## config.mk

```make
export PLATFORM = sky130hd
export DESIGN_NAME = dsm_seq
export DESIGN_NICKNAME = d
export VERILOG_FILES = /design/src/dsm_pkg.sv /design/src/dsm_code_if.sv /design/src/dsm_gray_dec.sv /design/src/dsm_seq.sv
export VERILOG_INCLUDE_DIRS = /design/src /design/src/src
export SDC_FILE = /design/constraint.sdc
export NUM_CORES = 1
export LEC_CHECK = 0
export BUFFER_PORTS_ARGS = -buffer_cell sky130_fd_sc_hd__buf_2
export CAP_MARGIN = 20
export CORE_MARGIN = 4
export CORE_UTILIZATION = 25
export CTS_BUF_LIST = sky130_fd_sc_hd__clkbuf_16
export CTS_CLUSTER_SIZE = 40
export DETAILED_ROUTE_END_ITERATION = 6
export PLACE_DENSITY = 0.39
export SYNTH_ARGS = -nofsm -noshare
export SYNTH_HDL_FRONTEND = slang
export SYNTH_SLANG_ARGS = --single-unit
```

## constraint.sdc

```tcl
create_clock -name ref_clk_i -period 6 [get_ports ref_clk_i]
set_input_delay 1.2 -clock ref_clk_i [delete_from_list [all_inputs] [get_ports ref_clk_i]]
set_output_delay 1.2 -clock ref_clk_i [all_outputs]
set_load 0.02 [all_outputs]
```

## src/dsm_consts.svh

```systemverilog
// Timing counts and reset values for the dual-slope meter sequencer
`ifndef DSM_CONSTS_SVH
`define DSM_CONSTS_SVH
`define DSM_CLK_PERIOD_NS   8
`define DSM_T_INT_NS        10000000
`define DSM_T_INT_CYC       (`DSM_T_INT_NS / `DSM_CLK_PERIOD_NS)
`define DSM_DISCHARGE_CYC   16
`define DSM_CNT_W           20
`define DSM_CODE_W          6
`define DSM_CNT_RST         20'h0_0000
`endif

```

## src/dsm_pkg.sv

```systemverilog
// Types for the dual-slope meter sequencer
package dsm_pkg;
  typedef enum logic [3:0] {
    DSM_DISCHARGE = 4'b0001,
    DSM_INTEGRATE = 4'b0010,
    DSM_DEINT     = 4'b0100,
    DSM_DONE      = 4'b1000
  } dsm_state_t;
endpackage

```

## src/dsm_code_if.sv

```systemverilog
// Gray switch code and its binary decode between sequencer and decoder
`timescale 1ns/1ns
interface dsm_code_if #(parameter int W = 6);
  logic [W-1:0] gray;
  logic [W-1:0] bin;
  modport src (output gray, input bin);
  modport dec (input gray, output bin);
endinterface

```

## src/dsm_gray_dec.sv

```systemverilog
// Reflected Gray to natural binary decoder
`timescale 1ns/1ns
module dsm_gray_dec #(
  parameter int W = 6
) (
  dsm_code_if.dec c
);
  // Each binary bit is the XOR of all Gray bits at and above it
  always_comb begin
    c.bin[W-1] = c.gray[W-1];
    for (int i = W - 2; i >= 0; i--) begin
      c.bin[i] = c.bin[i+1] ^ c.gray[i];
    end
  end
endmodule

```

## src/dsm_seq.sv

```systemverilog
// Dual-slope converter sequencer with Gray-coded setting inputs
//
// Function
// - Start: open reset switch, select sensor voltage, integrate for 10 ms.
// - After the fixed period, switch the selector to the reference.
// - End de-integration when the comparator reports zero output.
// - Count clocks during de-integration; final count is the brightness result.
// - Then reselect sensor, close reset switches, discharge, start next cycle.
// - Each setting arrives as a parallel switch code of four to six bits.
// - Convert every Gray-coded setting to natural binary before passing it on.
`timescale 1ns/1ns
`include "dsm_consts.svh"
module dsm_seq #(
  parameter int T_INT_CYC = `DSM_T_INT_CYC,
  parameter int DIS_CYC   = `DSM_DISCHARGE_CYC,
  parameter int CNT_W     = `DSM_CNT_W,
  parameter int CODE_W    = `DSM_CODE_W
) (
  input  wire logic              ref_clk_i,
  input  wire logic              nrst_i,
  input  wire logic              zero_cross_i,
  input  wire logic [CODE_W-1:0] shutter_gray_i,
  input  wire logic [CODE_W-1:0] aperture_gray_i,
  input  wire logic [CODE_W-1:0] film_gray_i,
  output logic                   input_selector_switch_o,
  output logic                   integrator_reset_switch_o,
  output logic [CNT_W-1:0]       result_o,
  output logic                   result_valid_o,
  output logic                   overrange_o,
  output logic [CODE_W-1:0]      shutter_bin_o,
  output logic [CODE_W-1:0]      aperture_bin_o,
  output logic [CODE_W-1:0]      film_bin_o
);
  // ------------------------------------------------------------
  // Local constants
  // ------------------------------------------------------------
  // Shutter, aperture and film speed, packed in that order
  localparam int N_SET = 3;

  // ------------------------------------------------------------
  // State
  // ------------------------------------------------------------
  // Timer paces discharge and integration, cnt is the ramp-down count
  // Two flops per pin before decode: contacts move at any time
  typedef struct packed {
    dsm_pkg::dsm_state_t        st;
    logic [31:0]                tmr;
    logic [CNT_W-1:0]           cnt;
    logic [CNT_W-1:0]           res;
    logic                       vld;
    logic                       ovr;
    logic [1:0]                 zc_sync;
    logic [N_SET*CODE_W-1:0]    g_s1;
    logic [N_SET*CODE_W-1:0]    g_s2;
    logic [N_SET*CODE_W-1:0]    bin;
  } dsm_regs_t;

  dsm_regs_t         q, d;
  logic [CODE_W-1:0] dec_bin [N_SET];
  logic [CODE_W-1:0] bin_out [N_SET];

  // ------------------------------------------------------------
  // Decode helpers
  // ------------------------------------------------------------
  // Phase timer has run its full length
  function automatic logic tmr_expired(
    input logic [31:0] tmr,
    input int          len
  );
    tmr_expired = (tmr >= 32'(len - 1));
  endfunction

  // Selector sits on the reference only while ramping down
  function automatic logic sel_ref(
    input dsm_pkg::dsm_state_t st
  );
    sel_ref = (st == dsm_pkg::DSM_DEINT);
  endfunction

  // Reset switch closed only while the capacitor discharges
  function automatic logic rst_closed(
    input dsm_pkg::dsm_state_t st
  );
    rst_closed = (st == dsm_pkg::DSM_DISCHARGE);
  endfunction

  // One setting code out of the packed triple
  function automatic logic [CODE_W-1:0] slice_code(
    input logic [N_SET*CODE_W-1:0] v,
    input int                      idx
  );
    slice_code = v[idx*CODE_W +: CODE_W];
  endfunction

  // Count has saturated at all ones
  function automatic logic cnt_full(
    input logic [CNT_W-1:0] cnt
  );
    cnt_full = &cnt;
  endfunction

  // ------------------------------------------------------------
  // Setting decoders
  // ------------------------------------------------------------
  genvar k;
  generate
    for (k = 0; k < N_SET; k++) begin : g_dec
      dsm_code_if #(.W(CODE_W)) cif ();
      assign cif.gray   = slice_code(q.g_s2, k);
      assign dec_bin[k] = cif.bin;
      dsm_gray_dec #(.W(CODE_W)) u_dec (.c(cif));
    end
  endgenerate

  // ------------------------------------------------------------
  // Next state
  // ------------------------------------------------------------
  // Phases repeat: discharge, integrate, de-integrate, done
  // Count carries the fixed two-cycle comparator sync lag;
  // a constant offset traded for a metastability-safe edge
  always_comb begin
    d         = q;
    d.vld     = 1'b0;
    d.zc_sync = {q.zc_sync[0], zero_cross_i};
    // Switch codes are pins: two flops before decoding
    d.g_s1    = {film_gray_i, aperture_gray_i, shutter_gray_i};
    d.g_s2    = q.g_s1;
    d.bin     = {dec_bin[2], dec_bin[1], dec_bin[0]};
    case (q.st)
      dsm_pkg::DSM_DISCHARGE: begin
        if (tmr_expired(q.tmr, DIS_CYC)) begin
          d.st  = dsm_pkg::DSM_INTEGRATE;
          d.tmr = 32'h0000_0000;
        end else begin
          d.tmr = q.tmr + 32'h0000_0001;
        end
      end
      dsm_pkg::DSM_INTEGRATE: begin
        if (tmr_expired(q.tmr, T_INT_CYC)) begin
          d.st  = dsm_pkg::DSM_DEINT;
          d.tmr = 32'h0000_0000;
          d.cnt = CNT_W'(`DSM_CNT_RST);
          d.ovr = 1'b0;
        end else begin
          d.tmr = q.tmr + 32'h0000_0001;
        end
      end
      dsm_pkg::DSM_DEINT: begin
        if (q.zc_sync[1]) begin
          d.st = dsm_pkg::DSM_DONE;
        end else if (cnt_full(q.cnt)) begin
          // Saturate rather than wrap so a lost comparator edge cannot alias
          d.ovr = 1'b1;
          d.st  = dsm_pkg::DSM_DONE;
        end else begin
          d.cnt = q.cnt + CNT_W'(1);
        end
      end
      dsm_pkg::DSM_DONE: begin
        d.res = q.cnt;
        d.vld = 1'b1;
        d.st  = dsm_pkg::DSM_DISCHARGE;
        d.tmr = 32'h0000_0000;
      end
      default: begin
        d.st  = dsm_pkg::DSM_DISCHARGE;
        d.tmr = 32'h0000_0000;
      end
    endcase
  end

  always_ff @(posedge ref_clk_i) begin
    if (!nrst_i) begin
      q.st      <= dsm_pkg::DSM_DISCHARGE;
      q.tmr     <= 32'h0000_0000;
      q.cnt     <= CNT_W'(`DSM_CNT_RST);
      q.res     <= CNT_W'(`DSM_CNT_RST);
      q.vld     <= 1'b0;
      q.ovr     <= 1'b0;
      q.zc_sync <= 2'b00;
      q.g_s1    <= '0;
      q.g_s2    <= '0;
      q.bin     <= '0;
    end else begin
      q <= d;
    end
  end

  // ------------------------------------------------------------
  // Outputs
  // ------------------------------------------------------------
  // Selector high = reference, low = sensor voltage
  // Decoded straight from the state flops, so no glitch between phases
  assign input_selector_switch_o   = sel_ref(q.st);
  // Reset switch closed (high) only while discharging
  assign integrator_reset_switch_o = rst_closed(q.st);
  assign result_o       = q.res;
  assign result_valid_o = q.vld;
  assign overrange_o    = q.ovr;
  generate
    for (k = 0; k < N_SET; k++) begin : g_out
      assign bin_out[k] = slice_code(q.bin, k);
    end
  endgenerate
  assign shutter_bin_o  = bin_out[0];
  assign aperture_bin_o = bin_out[1];
  assign film_bin_o     = bin_out[2];
endmodule

```

==> key figures <==
Synth
  • Synth Cell Area: 5580 µm²
  • Post-Synth Simple-Gate Area: 26.9%
  • Most used DFF post-synth: dfxtp_1
  • Yosys warns: 0
  • Xor/xnor share of the synthesized area: 2.35%
  • Synth Area in Adders: 0.448%
  • Yosys top cell by area: dfxtp_1
  • Synth Area in Compound Gates: 12.1%
  • Syn Area/Cell: roughly 8.9 µm²
  • Asr flop ratio synth: 0%
  • Synth cell count leaders: 134 x dfxtp_1, 78 x nand2_1, 54 x and2_1
  • Mux cell area share after synthesis: less than 1%
  • Synth cell types: between 50 and 60
  • Post-Synthesis Net Count: 647
  • Synth top area share: 48.1%
  • Most common cell in the netlist: dfxtp_1
  • Combinational family with the most area after synthesis: simple AND/OR/NAND/NOR gates
  • EDFF count, synth: 0
  • FF+latch count, synth: around 130
  • Register area share after synthesis: 48.1%
  • Cell count after synthesis: about 620
  • Area contributors post-synth: dfxtp_1 48%, and2_1 6.1%, buf_4 5.2%, nand2_1 5.2%, a21oi_1 3.1%

Worst setup path
  • Crit path DAT: 2.16 ns
  • Req. time, crit path: between 4 and 5 ns
  • Worst-path cell chain: or4b_1 > inv_1 > buf_2
  • Crit-path leading delay family: simple AND/OR/NAND/NOR gates
  • Slowest CP cell: or4b_1
  • Crit Path Max Fanout: 20
  • Delay of the slowest critical-path stage: 0.84 ns
  • CP Class: flop to primary output
  • Crit. End Element: primary output
  • Worst path buffer plus inverter count: 2
  • CP startpoint kind: flop

Power
  • Peak VDD IR: 0.126 mV
  • NetSw: around 0.00051 W
  • Reg power frac: 44.6%
  • P_leak: 2.57 nW
  • Design Power: 0.00209 W
  • Switching Fraction: 24.2%
  • Combinational power share: 6.4%
  • Clock Power Share: just under 50%
  • Int Pwr: 0.00158 W
  • Power per cell area: between 300 and 400 nW/µm²

Route
  • Via count: about 4,200
  • WL final: 13.2 mm
  • Post-route DRC: 0
  • Drt via density: 4.56
  • DR pass1 iterations: 4
  • WL per Instance: 14.2 µm
  • Number of DRC markers in iteration 0: 211
  • ANT nets after route: 0

Placed design
  • PortBufs: 62
  • Dpl hpwl: 9.18 mm
  • Pre-CTS worst setup slack: roughly 2.9 ns
  • Gpl congestion: a little over 0.8

STA
  • RSZ-0062 raised after global routing: false
  • Slew Viols, Final: 0
  • Shortest period the worst path allows: 3.36 ns
  • Hold Slack: 0.426 ns
  • Fin crit share: 56.0%
  • Final setup violation count: 0
  • Least-Margin Pin Slew: 0.899 ns
  • Hold Violations, Final: 0
  • Setup WS post-layout: between 2 and 3 ns
  • Setup TNS: 0 ns
  • Peak Freq: 0.298 GHz
  • Relative slew slack: 39.8%
  • Final setup skew: between 0.008 and 0.009 ns

Floorplanning
  • I/O pins: 63
  • Area of the core: 21,900 µm²
  • Die area: 24,800 µm²
  • Initial core utilization: between 20% and 30%
  • # rows: 54
  • Die X: roughly 160 µm
  • Die height: 157 µm

GRT
  • Vias in the first global route: 4,118
  • Congestion Overflow GR: 0
  • Largest net degree at the start of global routing: 61
  • Initial antenna violation count: 0
  • M1 GR Usage: 13.7%
  • Met3 Use GR: under 10%
  • Gr usage total: a little over a tenth
  • First-pass GRT wire length: roughly 21 mm
  • GR met2 Demand/Resource: 18.1%
  • Most used routing layer: met2

Finish
  • Ant diodes: 0
  • # nets final: 660
  • Syn-to-layout area delta: 14.5%
  • Layout cell share with drive strength beyond 1: 17.5%
  • Filler Cells Inserted: 2,358

Clocking
  • Clk slew on worst S/H paths: approximately 0.060 ns
  • Clock latency on the worst-skew pair: 0.42 ns
  • CTS resizes: 0
  • CTS tree: built
  • Clock tree buffer depth: 2
  • Clk sink count: 134
  • CTS root buf: clkbuf_16
  • Hold-fix buffers at CTS: 0
  • Number of CTS-inserted buffers: 17
  • Setup bufs post-CTS: 0
  • H-tree levels: 4

Job
  • Max cap viols: 0

Hold path
  • Worst hold-check path type: flop to flop

Run status
  • Status: complete, no violations
[power by group through the flow]
| stage | sequential [W] | combinational [W] | clock [W] |
|---|---|---|---|
| detailed placement | 0.000950 | 0.000135 | 0 |
| finish | 0.000930 | 0.000133 | 0.00102 |
| global placement | 0.000949 | 0.000134 | 0 |
| floorplan | 0.000947 | 0.000110 | 0 |
| global route | 0.000933 | 0.000149 | 0.00110 |
| CTS | 0.000930 | 0.000135 | 0.00106 |
[layout make-up]
class | instances | area [µm²] | area share [%]
Tap cell | 280 | 350 | 5.48
Timing Repair Buffer | 68 | 355 | 5.56
Clock inverter | 15 | 154 | 2.41
Sequential cell | 134 | 2680 | 42.0
Multi-Input combinational cell | 409 | 2400 | 37.5
Inverter | 7 | 26.3 | 0.411
Clock buffer | 17 | 425 | 6.65
[per-layer routing]
| metal | vias to the layer above | part of all wire, % | wire (µm) |
|---|---|---|---|
| met5 | - | 0 | 0 |
| met4 | 0 | 1.6 | 206 |
| met3 | 15 | 3.4 | 444 |
| met2 | 51 | 48 | 6310 |
| met1 | 2001 | 47 | 6290 |
| li1 | 2178 | - | - |
[path summary, 6_finish.rpt]
kind / start / to / slack (ns) / cells after the start
max: q[132] / input_selector_switch_o / 2.64 / 3
min: d[32] / g_dec[2].cif.gray[2] / 0.43 / 1
max reg2reg: q[132] / q[84] / 2.99 / 5
min reg2reg: d[32] / g_dec[2].cif.gray[2] / 0.43 / 1
[registers in the layout (all words and copies together), names as in the netlist]
| name | flops |
|---|---|
| aperture_bin_o | 6 |
| film_bin_o | 6 |
| q | 57 |
| g_dec.cif.gray | 18 |
| shutter_bin_o | 6 |
| result_o | 20 |
| result_valid_o | 1 |
| overrange_o | 1 |
| d | 19 |
[cell usage in the layout, fill, tap and decap left out, types with 3 or more instances in the layout]
cell type and instances:
nor4_1 12, inv_1 8, buf_2 62, nand3_1 30
o211ai_1 4, and2_1 54, inv_6 5, clkbuf_16 17
and3_1 18, o21ai_0 27, o311a_1 3, xor2_1 12
nand2_1 78, a31oi_1 13, dfxtp_1 134, xnor2_1 3
a21oi_1 35, nor3_1 23, o21ai_1 8, mux2i_1 5
clkinvlp_4 5, nand4_1 17, buf_4 6, nor2_1 24
[cell families (layout without fill, tap and decap cells)]
| logic type | Yosys count | count (layout) |
|---|---|---|
| and+or+nand+nor | 277 | 277 |
| DFF | 134 | 134 |
| AOI/OAI and AO/OA | 110 | 110 |
| buffers and inverters | 81 | 107 |
| xor gates and xnor gates | 15 | 15 |
| muxes | 5 | 5 |
| adders and majority gates | 2 | 2 |
[metrics by stage]
stage          cell area [µm²]  std cells  utilization [%]
2_1_floorplan             5580        624                -
3_3_place_gp              5810        897             26.5
3_5_place_dp              5810        897             26.5
4_1_cts                   6390        929             29.2
5_1_grt                   6390        930             29.2
6_report                  6390        930             29.2
Note: power is estimated with default switching activity, not from simulation.
